**src/core/asd_consts.svh**
```systemverilog
// Register map, field positions, reset values and fixed counts of the audio frame decoder
`ifndef ASD_CONSTS_SVH
`define ASD_CONSTS_SVH
// ************************************************************
// Register byte addresses
// ************************************************************
`define ASD_ADDR_CTRL 12'h000
`define ASD_ADDR_FRAMING 12'h004
`define ASD_ADDR_WORD 12'h008
`define ASD_ADDR_SAMPLE 12'h00C
`define ASD_ADDR_STATUS 12'h010
// ************************************************************
// Field positions
// ************************************************************
`define ASD_CTRL_VARIANT 2:0
`define ASD_CTRL_LSB_FIRST 3
`define ASD_CTRL_RIGHT_LEADS 4
`define ASD_CTRL_FALL_EDGE 5
`define ASD_CTRL_LOW_IS_ONE 6
`define ASD_CTRL_SIDE_INVERT 7
`define ASD_FR_SLOT_LEN 7:0
`define ASD_FR_CHAN_OFFSET 15:8
`define ASD_FR_FRAME_DELAY 23:16
`define ASD_FR_SLOTS 27:24
`define ASD_WD_BITS 5:0
`define ASD_ST_CHAN 2:0
`define ASD_ST_ARMED 3
`define ASD_ST_FRAMES 31:16
// ************************************************************
// Reset values and fixed counts
// ************************************************************
`define ASD_RST_SLOT_LEN 8'h08
`define ASD_RST_CHAN_OFFSET 8'h01
`define ASD_RST_FRAME_DELAY 8'h00
`define ASD_RST_SLOTS 4'h8
`define ASD_RST_WORD_BITS 6'h08
`define ASD_MAX_SLOTS 4'h8
`define ASD_MAX_WORD_BITS 6'h20
`define ASD_STD_LEAD 8'h01
`define ASD_OPEN_SLOT 8'hFF
`define ASD_POS_MAX 8'hFF
`define ASD_DSP_SLOTS 4'h2
`define ASD_ONE_SLOT 4'h1
`endif

```
**src/core/asd_pkg.sv**
```systemverilog
// Types shared by the audio frame decoder files
package asd_pkg;
  typedef enum logic [2:0] {
    ASD_VAR_STANDARD = 3'h0,
    ASD_VAR_LEFT_ALIGNED = 3'h1,
    ASD_VAR_RIGHT_ALIGNED = 3'h3,
    ASD_VAR_TDM = 3'h2,
    ASD_VAR_DSP = 3'h6
  } asd_variant_e;
  typedef logic [31:0] asd_word_t;
  typedef logic [2:0] asd_chan_t;
  typedef logic [5:0] asd_bits_t;
endpackage

```
**src/core/asd_frame_decoder.sv**
```systemverilog
// Serial audio receive decoder with APB configuration and status registers
`include "asd_consts.svh"
module asd_frame_decoder (
  input wire logic core_clk,
  input wire logic resetn,
  input wire logic psel,
  input wire logic penable,
  input wire logic pwrite,
  input wire logic [11:0] paddr,
  input wire asd_pkg::asd_word_t pwdata,
  output asd_pkg::asd_word_t prdata,
  output logic pready,
  output logic pslverr,
  input wire logic linkClk,
  input wire logic linkWs,
  input wire logic linkData,
  output logic sampleValid,
  output asd_pkg::asd_word_t sampleWord,
  output asd_pkg::asd_chan_t sampleChannel,
  output logic frameStart
);
  import asd_pkg::*;

  // ************************************************************
  // Reset release
  // ************************************************************
  logic [1:0] rstPipe;
  logic rstn;

  always_ff @(posedge core_clk or negedge resetn)
  begin
    if (!resetn)
    begin
      rstPipe <= 2'h0;
    end
    else
    begin
      rstPipe <= {rstPipe[0], 1'b1};
    end
  end

  assign rstn = rstPipe[1];

  // ************************************************************
  // Link pins
  // ************************************************************
  logic clkLevel;
  logic wsLevel;
  logic dataLevel;

  asd_sync3 uSyncClk (
    .core_clk(core_clk),
    .rstn(rstn),
    .pinIn(linkClk),
    .level(clkLevel)
  );

  asd_sync3 uSyncWs (
    .core_clk(core_clk),
    .rstn(rstn),
    .pinIn(linkWs),
    .level(wsLevel)
  );

  asd_sync3 uSyncData (
    .core_clk(core_clk),
    .rstn(rstn),
    .pinIn(linkData),
    .level(dataLevel)
  );

  // ************************************************************
  // Configuration and state
  // ************************************************************
  asd_variant_e variant;
  logic bottom_bit_leads;
  logic rightLeads;
  logic fallEdge;
  logic lowIsOne;
  logic sideInvert;
  logic [7:0] slotLen;
  logic [7:0] chanOffset;
  logic [7:0] frameDelay;
  logic [3:0] slotsPerFrame;
  asd_bits_t wordBits;
  asd_word_t lastWord;
  asd_chan_t lastChan;
  logic [15:0] frameCount;
  logic armed;
  logic clkPrev;
  logic wsPrev;
  logic [7:0] pos;
  logic [7:0] slotBit;
  logic [3:0] slotIdx;
  asd_word_t shiftReg;

  // ************************************************************
  // APB decode
  // ************************************************************
  logic hitCtrl;
  logic hitFraming;
  logic hitWord;
  logic hitSample;
  logic hitStatus;
  logic hitAny;
  logic setupPhase;
  logic wrAccess;
  logic wrCtrl;
  logic wrFraming;
  logic wrWord;
  asd_word_t ctrlView;
  asd_word_t framingView;
  asd_word_t wordView;
  asd_word_t statusView;
  asd_word_t readMux;
  logic [2:0] newVariant;
  logic [3:0] newSlots;
  asd_bits_t newBits;
  logic variantOk;
  logic slotsOk;
  logic bitsOk;

  assign hitCtrl = (paddr == `ASD_ADDR_CTRL);
  assign hitFraming = (paddr == `ASD_ADDR_FRAMING);
  assign hitWord = (paddr == `ASD_ADDR_WORD);
  assign hitSample = (paddr == `ASD_ADDR_SAMPLE);
  assign hitStatus = (paddr == `ASD_ADDR_STATUS);
  assign hitAny = hitCtrl | hitFraming | hitWord | hitSample | hitStatus;
  assign setupPhase = psel & ~penable;
  assign wrAccess = psel & penable & pwrite & pready & ~pslverr;
  assign wrCtrl = wrAccess & hitCtrl;
  assign wrFraming = wrAccess & hitFraming;
  assign wrWord = wrAccess & hitWord;

  assign newVariant = pwdata[`ASD_CTRL_VARIANT];
  assign variantOk = (newVariant == ASD_VAR_STANDARD) | (newVariant == ASD_VAR_LEFT_ALIGNED)
                   | (newVariant == ASD_VAR_RIGHT_ALIGNED) | (newVariant == ASD_VAR_TDM)
                   | (newVariant == ASD_VAR_DSP);
  assign newSlots = pwdata[`ASD_FR_SLOTS];
  assign slotsOk = (newSlots != 4'h0) & (newSlots <= `ASD_MAX_SLOTS);
  assign newBits = pwdata[`ASD_WD_BITS];
  assign bitsOk = (newBits != 6'h00) & (newBits <= `ASD_MAX_WORD_BITS);

  always_comb
  begin
    ctrlView = 32'h0000_0000;
    ctrlView[`ASD_CTRL_VARIANT] = variant;
    ctrlView[`ASD_CTRL_LSB_FIRST] = bottom_bit_leads;
    ctrlView[`ASD_CTRL_RIGHT_LEADS] = rightLeads;
    ctrlView[`ASD_CTRL_FALL_EDGE] = fallEdge;
    ctrlView[`ASD_CTRL_LOW_IS_ONE] = lowIsOne;
    ctrlView[`ASD_CTRL_SIDE_INVERT] = sideInvert;
    framingView = 32'h0000_0000;
    framingView[`ASD_FR_SLOT_LEN] = slotLen;
    framingView[`ASD_FR_CHAN_OFFSET] = chanOffset;
    framingView[`ASD_FR_FRAME_DELAY] = frameDelay;
    framingView[`ASD_FR_SLOTS] = slotsPerFrame;
    wordView = 32'h0000_0000;
    wordView[`ASD_WD_BITS] = wordBits;
    statusView = 32'h0000_0000;
    statusView[`ASD_ST_CHAN] = lastChan;
    statusView[`ASD_ST_ARMED] = armed;
    statusView[`ASD_ST_FRAMES] = frameCount;
  end

  assign readMux = hitCtrl ? ctrlView
                 : hitFraming ? framingView
                 : hitWord ? wordView
                 : hitSample ? lastWord
                 : hitStatus ? statusView
                 : 32'h0000_0000;

  // Answer is ready in the first access cycle, so no wait states
  always_ff @(posedge core_clk or negedge rstn)
  begin
    if (!rstn)
    begin
      pready <= 1'b0;
      pslverr <= 1'b0;
      prdata <= 32'h0000_0000;
    end
    else
    begin
      pready <= setupPhase;
      pslverr <= setupPhase & ~hitAny;
      if (setupPhase)
      begin
        prdata <= readMux;
      end
    end
  end

  always_ff @(posedge core_clk or negedge rstn)
  begin
    if (!rstn)
    begin
      variant <= ASD_VAR_STANDARD;
      bottom_bit_leads <= 1'b0;
      rightLeads <= 1'b0;
      fallEdge <= 1'b0;
      lowIsOne <= 1'b0;
      sideInvert <= 1'b0;
    end
    else if (wrCtrl)
    begin
      if (variantOk)
      begin
        variant <= asd_variant_e'(newVariant);
      end
      bottom_bit_leads <= pwdata[`ASD_CTRL_LSB_FIRST];
      rightLeads <= pwdata[`ASD_CTRL_RIGHT_LEADS];
      fallEdge <= pwdata[`ASD_CTRL_FALL_EDGE];
      lowIsOne <= pwdata[`ASD_CTRL_LOW_IS_ONE];
      sideInvert <= pwdata[`ASD_CTRL_SIDE_INVERT];
    end
  end

  always_ff @(posedge core_clk or negedge rstn)
  begin
    if (!rstn)
    begin
      slotLen <= `ASD_RST_SLOT_LEN;
      chanOffset <= `ASD_RST_CHAN_OFFSET;
      frameDelay <= `ASD_RST_FRAME_DELAY;
      slotsPerFrame <= `ASD_RST_SLOTS;
      wordBits <= `ASD_RST_WORD_BITS;
    end
    else
    begin
      if (wrFraming)
      begin
        slotLen <= pwdata[`ASD_FR_SLOT_LEN];
        chanOffset <= pwdata[`ASD_FR_CHAN_OFFSET];
        frameDelay <= pwdata[`ASD_FR_FRAME_DELAY];
        if (slotsOk)
        begin
          slotsPerFrame <= newSlots;
        end
      end
      if (wrWord & bitsOk)
      begin
        wordBits <= newBits;
      end
    end
  end

  // ************************************************************
  // Bit timing and framing
  // ************************************************************
  logic clkRise;
  logic clkFall;
  logic sampleEn;
  logic bitIn;
  logic wsEff;
  logic isStd;
  logic isLeft;
  logic isRight;
  logic isTdm;
  logic isDsp;
  logic framed;
  logic wsChange;
  logic syncEdge;
  logic boundary;
  logic cfgWrite;
  asd_bits_t wordEff;
  logic [7:0] curSlotLen;
  logic [3:0] curSlots;
  logic [7:0] wordStart;
  logic [8:0] wordEnd;
  logic [7:0] posCur;
  logic [7:0] sbCur;
  logic [3:0] slotCur;
  logic inFrame;
  logic inWindow;
  logic captureBit;
  logic lastBit;
  logic rightEmit;
  logic emit;
  logic newFrame;
  asd_word_t shiftIn;
  asd_word_t extractSrc;
  asd_word_t extracted;
  asd_chan_t emitChan;

  assign clkRise = clkLevel & ~clkPrev;
  assign clkFall = ~clkLevel & clkPrev;
  // Transmitter keeps data steady around this edge, so one look suffices
  assign sampleEn = fallEdge ? clkFall : clkRise;
  assign bitIn = dataLevel ^ lowIsOne;
  assign wsEff = wsLevel ^ sideInvert;

  assign isStd = (variant == ASD_VAR_STANDARD);
  assign isLeft = (variant == ASD_VAR_LEFT_ALIGNED);
  assign isRight = (variant == ASD_VAR_RIGHT_ALIGNED);
  assign isTdm = (variant == ASD_VAR_TDM);
  assign isDsp = (variant == ASD_VAR_DSP);
  assign framed = isTdm | isDsp;

  // Every select toggle opens a channel block in the two-side formats
  assign wsChange = sampleEn & (wsEff != wsPrev);
  assign syncEdge = sampleEn & wsEff & ~wsPrev;
  assign boundary = framed ? syncEdge : wsChange;
  assign newFrame = framed ? syncEdge : (wsChange & (wsEff == rightLeads));
  assign cfgWrite = wrCtrl | wrFraming | wrWord;

  // Word width never exceeds the slot length in multiplexed mode
  assign wordEff = (isTdm & ({2'h0, wordBits} > slotLen)) ? slotLen[5:0] : wordBits;
  assign curSlotLen = isTdm ? slotLen : isDsp ? {2'h0, wordEff} : `ASD_OPEN_SLOT;
  assign curSlots = isTdm ? slotsPerFrame : isDsp ? `ASD_DSP_SLOTS : `ASD_ONE_SLOT;
  assign wordStart = isStd ? `ASD_STD_LEAD
                   : (isTdm | isLeft) ? chanOffset
                   : 8'h00;
  assign wordEnd = {1'b0, wordStart} + {3'h0, wordEff};

  assign posCur = boundary ? 8'h00 : pos;
  assign sbCur = boundary ? 8'h00 : slotBit;
  assign slotCur = boundary ? 4'h0 : slotIdx;
  assign inFrame = (posCur >= frameDelay);
  assign inWindow = inFrame & (slotCur < curSlots) & (sbCur >= wordStart)
                  & ({1'b0, sbCur} < wordEnd);
  assign captureBit = sampleEn & armed & inWindow & ~isRight & ~cfgWrite;
  assign lastBit = captureBit & ({1'b0, sbCur} == (wordEnd - 9'h001));
  // Right aligned: the bits just before the toggle make the word
  assign rightEmit = isRight & boundary & armed & ~cfgWrite;
  assign emit = lastBit | rightEmit;

  assign shiftIn = bottom_bit_leads ? {bitIn, shiftReg[31:1]} : {shiftReg[30:0], bitIn};
  assign extractSrc = isRight ? shiftReg : shiftIn;
  assign emitChan = framed ? slotCur[2:0] : {2'h0, isRight ? wsPrev : wsEff};

  asd_word_extract uExtract (
    .bits(extractSrc),
    .width(wordEff),
    .bottom_bit_leads(bottom_bit_leads),
    .word(extracted)
  );

  always_ff @(posedge core_clk or negedge rstn)
  begin
    if (!rstn)
    begin
      clkPrev <= 1'b0;
      wsPrev <= 1'b0;
    end
    else
    begin
      clkPrev <= clkLevel;
      if (sampleEn)
      begin
        wsPrev <= wsEff;
      end
    end
  end

  // Any change of settings drops sync until the next block start
  always_ff @(posedge core_clk or negedge rstn)
  begin
    if (!rstn)
    begin
      armed <= 1'b0;
    end
    else if (boundary)
    begin
      // A block start in the same cycle as a write still arms
      armed <= 1'b1;
    end
    else if (cfgWrite)
    begin
      armed <= 1'b0;
    end
  end

  always_ff @(posedge core_clk or negedge rstn)
  begin
    if (!rstn)
    begin
      pos <= 8'h00;
      slotBit <= 8'h00;
      slotIdx <= 4'h0;
    end
    else if (sampleEn)
    begin
      pos <= (posCur == `ASD_POS_MAX) ? posCur : posCur + 8'h01;
      if (inFrame)
      begin
        if (sbCur == (curSlotLen - 8'h01))
        begin
          slotBit <= 8'h00;
          slotIdx <= (slotCur < curSlots) ? slotCur + 4'h1 : slotCur;
        end
        else
        begin
          slotBit <= sbCur + 8'h01;
          slotIdx <= slotCur;
        end
      end
      else
      begin
        slotBit <= sbCur;
        slotIdx <= slotCur;
      end
    end
  end

  always_ff @(posedge core_clk or negedge rstn)
  begin
    if (!rstn)
    begin
      shiftReg <= 32'h0000_0000;
    end
    else if (captureBit | (sampleEn & isRight))
    begin
      shiftReg <= shiftIn;
    end
  end

  // ************************************************************
  // Results
  // ************************************************************
  always_ff @(posedge core_clk or negedge rstn)
  begin
    if (!rstn)
    begin
      sampleValid <= 1'b0;
      sampleWord <= 32'h0000_0000;
      sampleChannel <= 3'h0;
      frameStart <= 1'b0;
      lastWord <= 32'h0000_0000;
      lastChan <= 3'h0;
      frameCount <= 16'h0000;
    end
    else
    begin
      sampleValid <= emit;
      frameStart <= newFrame & ~cfgWrite;
      if (emit)
      begin
        sampleWord <= extracted;
        sampleChannel <= emitChan;
        lastWord <= extracted;
        lastChan <= emitChan;
      end
      if (newFrame & ~cfgWrite)
      begin
        frameCount <= frameCount + 16'h0001;
      end
    end
  end
endmodule

```
**src/core/asd_sync3.sv**
```systemverilog
// Three-stage synchroniser that moves its output only when stages two and three agree
module asd_sync3 (
  input wire logic core_clk,
  input wire logic rstn,
  input wire logic pinIn,
  output logic level
);
  logic stage1;
  logic stage2;
  logic stage3;

  always_ff @(posedge core_clk or negedge rstn)
  begin
    if (!rstn)
    begin
      stage1 <= 1'b0;
      stage2 <= 1'b0;
      stage3 <= 1'b0;
      level <= 1'b0;
    end
    else
    begin
      stage1 <= pinIn;
      stage2 <= stage1;
      stage3 <= stage2;
      if (stage2 == stage3)
      begin
        level <= stage3;
      end
    end
  end
endmodule

```
**src/core/asd_word_extract.sv**
```systemverilog
// Picks the audio word out of the shift register and sign-extends it
`include "asd_consts.svh"
module asd_word_extract (
  input wire asd_pkg::asd_word_t bits,
  input wire asd_pkg::asd_bits_t width,
  input wire logic bottom_bit_leads,
  output asd_pkg::asd_word_t word
);
  import asd_pkg::*;
  asd_bits_t shiftAmt;
  asd_word_t aligned;
  asd_word_t mask;
  asd_word_t signBit;
  asd_word_t value;

  // Bottom-first words collect at the top of the register
  assign shiftAmt = `ASD_MAX_WORD_BITS - width;
  assign aligned = bottom_bit_leads ? (bits >> shiftAmt) : bits;
  assign mask = (width == `ASD_MAX_WORD_BITS) ? ~32'h0000_0000
              : ((32'h0000_0001 << width) - 32'h0000_0001);
  assign signBit = 32'h0000_0001 << (width - 6'h01);
  assign value = aligned & mask;
  // Two's complement over the configured width
  assign word = (value ^ signBit) - signBit;
endmodule

```
**config.mk**
```make
export PLATFORM = sky130hd
export DESIGN_NAME = asd_frame_decoder
export DESIGN_NICKNAME = d
export VERILOG_FILES = /design/src/core/asd_pkg.sv /design/src/core/asd_frame_decoder.sv /design/src/core/asd_sync3.sv /design/src/core/asd_word_extract.sv
export VERILOG_INCLUDE_DIRS = /design/src /design/src/core
export SDC_FILE = /design/constraint.sdc
export NUM_CORES = 1
export LEC_CHECK = 0
export ABC_AREA = 1
export BUFFER_PORTS_ARGS = -buffer_cell sky130_fd_sc_hd__clkbuf_2
export CAP_MARGIN = 20
export CORE_MARGIN = 2
export CORE_UTILIZATION = 30
export DETAILED_ROUTE_END_ITERATION = 8
export PLACE_DENSITY = 0.53
export SLEW_MARGIN = 20
export SYNTH_ARGS = -nofsm -noshare
export SYNTH_HDL_FRONTEND = slang
export SYNTH_HIERARCHICAL = 1
export SYNTH_SLANG_ARGS = --single-unit
```
**constraint.sdc**
```tcl
create_clock -name core_clk -period 5.5 [get_ports core_clk]
set_input_delay 0.55 -clock core_clk [delete_from_list [all_inputs] [get_ports core_clk]]
set_output_delay 0.55 -clock core_clk [all_outputs]
set_load 0.05 [all_outputs]
```
# Yosys cells after proc, flatten, opt, wreduce, memory -nomap -nowiden
# Index checks and enable logic that the tools add are counted.
# op_classes
mux	32
n_addsub	11
n_eq_ne	21
reduce_logical	8
shift	3
bitwise	58
magnitude_cmp	7
# ops
operator	count
32-bit two-way mux	9
8-bit two-way mux	9
1-bit by 6-bit left shift with 32-bit output (first input constant)	2
1-bit bitwise AND	32
32-bit bitwise AND	1
32-bit by 6-bit right shift with 32-bit output	1
32-bit by 1-bit subtractor with 32-bit output (second input constant)	1
32-bit subtractor	1
32-bit XOR	1
12-bit by 4-bit equality test with 1-bit output (second input constant)	2
4-bit two-way mux	5
16-bit by 1-bit adder with 16-bit output (second input constant)	1
8-bit by 1-bit adder with 8-bit output (second input constant)	2
8-bit >= comparator	2
1-bit OR	14
12-bit by 3-bit equality test with 1-bit output (second input constant)	1
12-bit by 5-bit equality test with 1-bit output (second input constant)	1
3-bit by 2-bit equality test with 1-bit output (second input constant)	4
12-bit zero test	1
8-bit by 6-bit adder with 9-bit output	1
8-bit by 9-bit equality test with 1-bit output	1
8-bit by 9-bit less-than comparator with 1-bit output	1
9-bit by 1-bit subtractor with 9-bit output (second input constant)	1
8-bit equality test	1
other kinds (25)	45
# totals
regBits	198
output_inout_bits	71
input_bits	52

# Longest topological paths before layout
# logic_depth
depth_word	16
mapped_depth	46
mapped_depth_nobuf	43

# Cells and area by module
# Netlist, hierarchy kept.
# by_module_without_submodules
mod	cells_each	area_each_um2	n_inst
asd_frame_decoder	1470	10986.8	1
asd_word_extract	1421	6837.8	1
asd_sync3	8	116.4	3

# Worst setup path after synthesis
# No wires, ideal clock.
# synth_path
kind	flip-flop to flip-flop
start	register slotLen[3]
end	register sampleWord[30]
slack_ns	-0.284
arrival_time_ns	5.665
setup_time_ns	0.118
path_stages_with_launch	40
path_cell_list	dfstp_2 -> inv_1 -> ha_1 -> nand2_1 -> inv_1 -> nand2_1 -> nand2_1 -> nand2_1 -> nand2_1 -> nand2_4 -> buf_6 -> o21ai_0 -> buf_4 -> inv_2 -> buf_2 -> ha_1 -> ha_1 -> clkbuf_1 -> [... 4 more ...] -> a32o_1 -> inv_1 -> ha_1 -> xnor2_1 -> ha_1 -> or2_2 -> nand3_1 -> nand3_1 -> nand2_1 -> o21ai_2 -> nand2_1 -> nand3b_4 -> nand2_1 -> nand2_1 -> nand2_1 -> nand2_1 -> nand2_1 -> nand2_1
# synth_between
elab_cells_between_ends	25
cone_classes	add/sub: 6; order compare: 2; eq/ne: 2; shift: 3; mux: 3; bitwise: 9
# synth_rtl
element	line_no	text
start: declaration	asd_frame_decoder.sv:81	logic [7:0] slotLen;
start signal: assignment	asd_frame_decoder.sv:222	slotLen <= `ASD_RST_SLOT_LEN;
start signal: assignment	asd_frame_decoder.sv:232	slotLen <= pwdata[`ASD_FR_SLOT_LEN];
6-bit by 8-bit greater-than comparator with 1-bit output (*)	asd_frame_decoder.sv:307	assign wordEff = (isTdm & ({2'h0, wordBits} > slotLen)) ? slotLen[5:0] : wordBits;
1-bit bitwise AND (*)	asd_frame_decoder.sv:307	
6-bit two-way mux (*)	asd_frame_decoder.sv:307	
net wordEff[0]	asd_frame_decoder.sv:265	asd_bits_t wordEff;
6-bit subtractor (no source line) / 1-bit by 6-bit left shift with 32-bit output (equally long branches)	n/a	
32-bit by 6-bit right shift with 32-bit output / 32-bit by 1-bit subtractor with 32-bit output (equally long branches)	asd_word_extract.sv:18, asd_word_extract.sv:20	
32-bit two-way mux (on tied branches)	asd_word_extract.sv:18, asd_word_extract.sv:19	
32-bit bitwise AND	asd_word_extract.sv:22	assign value = aligned & mask;
32-bit XOR	asd_word_extract.sv:24	assign word = (value ^ signBit) - signBit;
32-bit subtractor (*)	asd_word_extract.sv:24	
net extracted[30]	asd_frame_decoder.sv:282	asd_word_t extracted;
end signal: assignment	asd_frame_decoder.sv:438	sampleWord <= extracted;
end: declaration	asd_frame_decoder.sv:18	output asd_pkg::asd_word_t sampleWord,
# Mark *: on every way through the listed nets, which the timed path passes. The rest lies on a longest branch.
# A chain may end at the register's enable or synchronous reset.

# Worst setup path in the final report
# layout_path
start	register wordBits[5]
end	register sampleWord[28]
# layout_between
elab_cells_between_ends	25
cone_classes	add/sub: 6; order compare: 2; eq/ne: 2; shift: 3; mux: 3; bitwise: 9
# layout_rtl
element	line_no	text
start: declaration	asd_frame_decoder.sv:85	asd_bits_t wordBits;
start signal: assignment	asd_frame_decoder.sv:226	wordBits <= `ASD_RST_WORD_BITS;
start signal: assignment	asd_frame_decoder.sv:242	wordBits <= newBits;
6-bit by 8-bit greater-than comparator with 1-bit output (*)	asd_frame_decoder.sv:307	
1-bit bitwise AND (*)	asd_frame_decoder.sv:307	
6-bit two-way mux (*)	asd_frame_decoder.sv:307	
net wordEff[0]	asd_frame_decoder.sv:265	
6-bit subtractor (no source line) / 1-bit by 6-bit left shift with 32-bit output (equally long branches)	n/a	
32-bit by 6-bit right shift with 32-bit output / 32-bit by 1-bit subtractor with 32-bit output (equally long branches)	asd_word_extract.sv:18, asd_word_extract.sv:20	
32-bit two-way mux (on tied branches)	asd_word_extract.sv:18, asd_word_extract.sv:19	
32-bit bitwise AND	asd_word_extract.sv:22	
32-bit XOR	asd_word_extract.sv:24	
32-bit subtractor (*)	asd_word_extract.sv:24	
net extracted[28]	asd_frame_decoder.sv:282	
# Marked as above.

==> results.ini <==
[synthesis]
yosys_warnings=6
seq_area_frac_synth_pct=27.3
syn_nets=3049
synth_top_family_by_area=simple AND/OR/NAND/NOR gates
muxShareOfSynthArea_pct=0.427
syn_avg_cell_area_um2=6.23
synth.distinct_cells=64
synth_edf_count=0
ys_dominant_reg_cell=dfrtp_1
synth_largest_area_cell=dfrtp_1
yosys.area.top_type_share_pct=26.7
synth-xor-area-share_pct=4.89
synth_area_leaders=dfrtp_1, nand2_1, nand3_1
synth-adder-area-share_pct=5.69
async_flop_share_pct=100
yosys_register_bits=198
synthesis.area_mm2=0.0182
syn_inst=2915
yosys.area_share.simple_pct=39.8
synth_compound_area_share_pct=10.8

[setup_path]
cp_top_family=simple AND/OR/NAND/NOR gates
worstPathRequired_ps=5880
path_class=register to register
crit_slowest_cell=dfrtp_1
worstRegToRegCells=32
start_kind=register
arrival_ps=5580
timing.rr.end=sampleWord[28]$_DFFE_PN0P_
crit_buf_inv=4
crit_path_max_incr_delay_ps=440
end_kind=register
crit_fanout=12
crit_top_cell=nand2_1
r2r_start=wordBits[5]$_DFFE_PN0P_
r2r_slack_ps=300

[sta]
rsz0062_at_grt=false
fin_crit_sh_pct=94.5
fmax_mhz=192
drv_slew=0
fin_skew_ps=10.0
finalHoldViolations=0
maxSlewHeadroom_pct=32.8
finalCriticalPeriod_ps=5200
finalSetupViolations=0
whs_ps=179
tightest_slew_ps=1010
final.setup.tns_ps=0

[global_routing]
grt_pass1_vias=17964
grtUsageMet1_pct=28.6
grt.overflow.total=0
grt_max_degree=137
use_met2_pct=34.1
grt_usage_pct=20.8
antenna_found_initial=1
grt_pass1_wl_um=102000
grt_use_met3_pct=2.05
busiest_layer=met2

[pwr]
p_total_mw=3.30
irDropWorstVdd_uv=221
combinationalPowerShare_pct=13.1
switchingPower_mw=0.981
total_leakage_power_nw=11.6
p_per_area_mw_per_mm2=150
internal_power_mw=2.32
pwr-share-seq_pct=48.0
clkPwrFrac_pct=38.9
p_sw_share_pct=29.7

[clock_network]
clk-insertion-delay-late_ps=490
root_buffer=clkbuf_16
cts_tree=built
cts_buffers=17
cts_htree_levels=4
cts.clk_slew.worst_paths_ps=80
clockBufferDepth=2
cts.sinks=198

[floorplan]
die_w_um=250
core-area_mm2=0.0601
die-area_mm2=0.0626
fp.dieH_um=250
start_util_pct=30.2
ios=123
rows=90

[worst_hold_path]
hold_path.class=input port to register
worst_hold_path.endpoint=uSyncClk/stage1$_DFF_PN0_
whs_path_depth=1
hp-start=linkClk

[final_layout]
drive_above_1_share_pct=16.7
areaGrowthSynthToFinish_pct=20.8
post-route-util_pct=36.5
num-fill-cells=6579
stdcell_count=3936
nets=3275
antenna_cells=0
mostFrequentLayoutCells=nand2_1, inv_1, nand3_1
layout_commonest_cell=nand2_1

[drt]
antenna_left=0
drc=0
vias=19120
drtPass1Iterations=6
detail_route.iter0.violations=1585
viasPerCell=4.86
routedWlPerCell_um=16.7
routed_wl_um=65700

[outcome]
status=complete, no violations

[run]
maxCapViolCount=0

[placed_design]
dpl.hpwl_um=52300
portBuffers=118
gp_congestion=0.924
dp_cells=3881

-- Yosys cell counts (3+ instances only) --
cell / n
nand4_1: 29
a22o_1: 3
clkbuf_1: 54
xnor2_1: 22
and3_1: 3
o21ai_1: 25
nor3_2: 3
o221ai_1: 8
mux2_2: 6
nor2_2: 18
inv_1: 404
nand3_2: 5
buf_2: 17
nand3b_1: 29
a21oi_1: 66
buf_4: 7
clkinv_1: 4
nor2_1: 191
o211ai_1: 14
buf_6: 6
ha_1: 81
xor2_2: 5
xor2_1: 67
dfstp_2: 4
nand3_1: 355
o21ai_2: 3
o22ai_1: 8
inv_2: 12
nand2_4: 6
nand2_2: 15
o21ai_0: 200
and2_1: 4
or2_2: 4
dfrtp_1: 194
nand2_1: 968
a221oi_1: 4
nor2_4: 8
o21bai_1: 3
a22oi_1: 4
nor3_1: 23
nor4_1: 3
buf_1: 4
-- registers in the layout, summed over array words and instances (netlist names), 8 cells and up --
| signal | cells |
|---|---|
| frameDelay | 8 |
| sampleWord | 32 |
| prdata | 32 |
| chanOffset | 8 |
| slotLen | 8 |
| pos | 8 |
| frameCount | 16 |
| shiftReg | 32 |
| slotBit | 8 |
-- cells by family (layout without fill, tap and decap cells) --
kind of cell,count (synthesis),count (layout)
XOR/XNOR,95,95
other,1,1
AND/OR/NAND/NOR,1669,1669
adder cells (fa/ha/maj),82,82
buffers and inverters,509,748
AO/OA/AOI/OAI,354,354
flip-flops,198,198
multiplexers,7,7
-- power by group through the flow --
stage	Combinational [mW]	Clock, mW	Sequential, mW
floorplan	0.287	0	1.62
global placement	0.428	0	1.61
detailed placement	0.432	0	1.61
CTS	0.435	1.32	1.58
global route	0.495	1.37	1.59
finish	0.433	1.28	1.58
-- how the worst max path moves through the flow --
stage | from | end | slack, ps | cells after the start
floorplan | slotLen[3]$_DFFE_PN1P_ | sampleWord[30]$_DFFE_PN0P_ | 40 | 39
global placement | slotLen[3]$_DFFE_PN1P_ | sampleWord[21]$_DFFE_PN0P_ | 20 | 37
detailed placement | slotLen[4]$_DFFE_PN0P_ | sampleWord[21]$_DFFE_PN0P_ | 60 | 35
CTS | slotLen[3]$_DFFE_PN1P_ | sampleWord[21]$_DFFE_PN0P_ | 30 | 37
global route | slotLen[3]$_DFFE_PN1P_ | sampleWord[23]$_DFFE_PN0P_ | 5 | 42
finish | wordBits[5]$_DFFE_PN0P_ | sampleWord[28]$_DFFE_PN0P_ | 300 | 32
-- layout make-up --
type,instances,area (µm²),area share [%]
Inverter,420,1580,7.19
Tap cell,782,978,4.46
Sequential cell,198,4960,22.6
Clock inverter,13,140,0.638
Multi-Input combinational cell,2208,11700,53.4
Timing Repair Buffer,296,2140,9.75
Clock buffer,19,433,1.97
-- routing by layer --
layer  up-vias  part of all wire [%]
li1       9753                     -
met1      8782                    47
met2       496                    45
met3        87                   4.2
met4         2                   3.3
met5         -                 0.020
-- repair_timing --
item                       CTS  global route
hold endpoints to repair     2             0
gates resized for setup      0           125
hold buffers                 1             0
setup endpoints to repair    0            31
setup buffers                0            18
-- through the flow --
stage / worst slack (ps) / cell area, µm²
floorplan: 36.4 / 18200
global placement: 19.9 / 20600
detailed placement: 60.2 / 20600
CTS: 29.9 / 21200
global route: 4.96 / 22000
finish: 300 / 22000
Power figures use the tool's default switching activity.
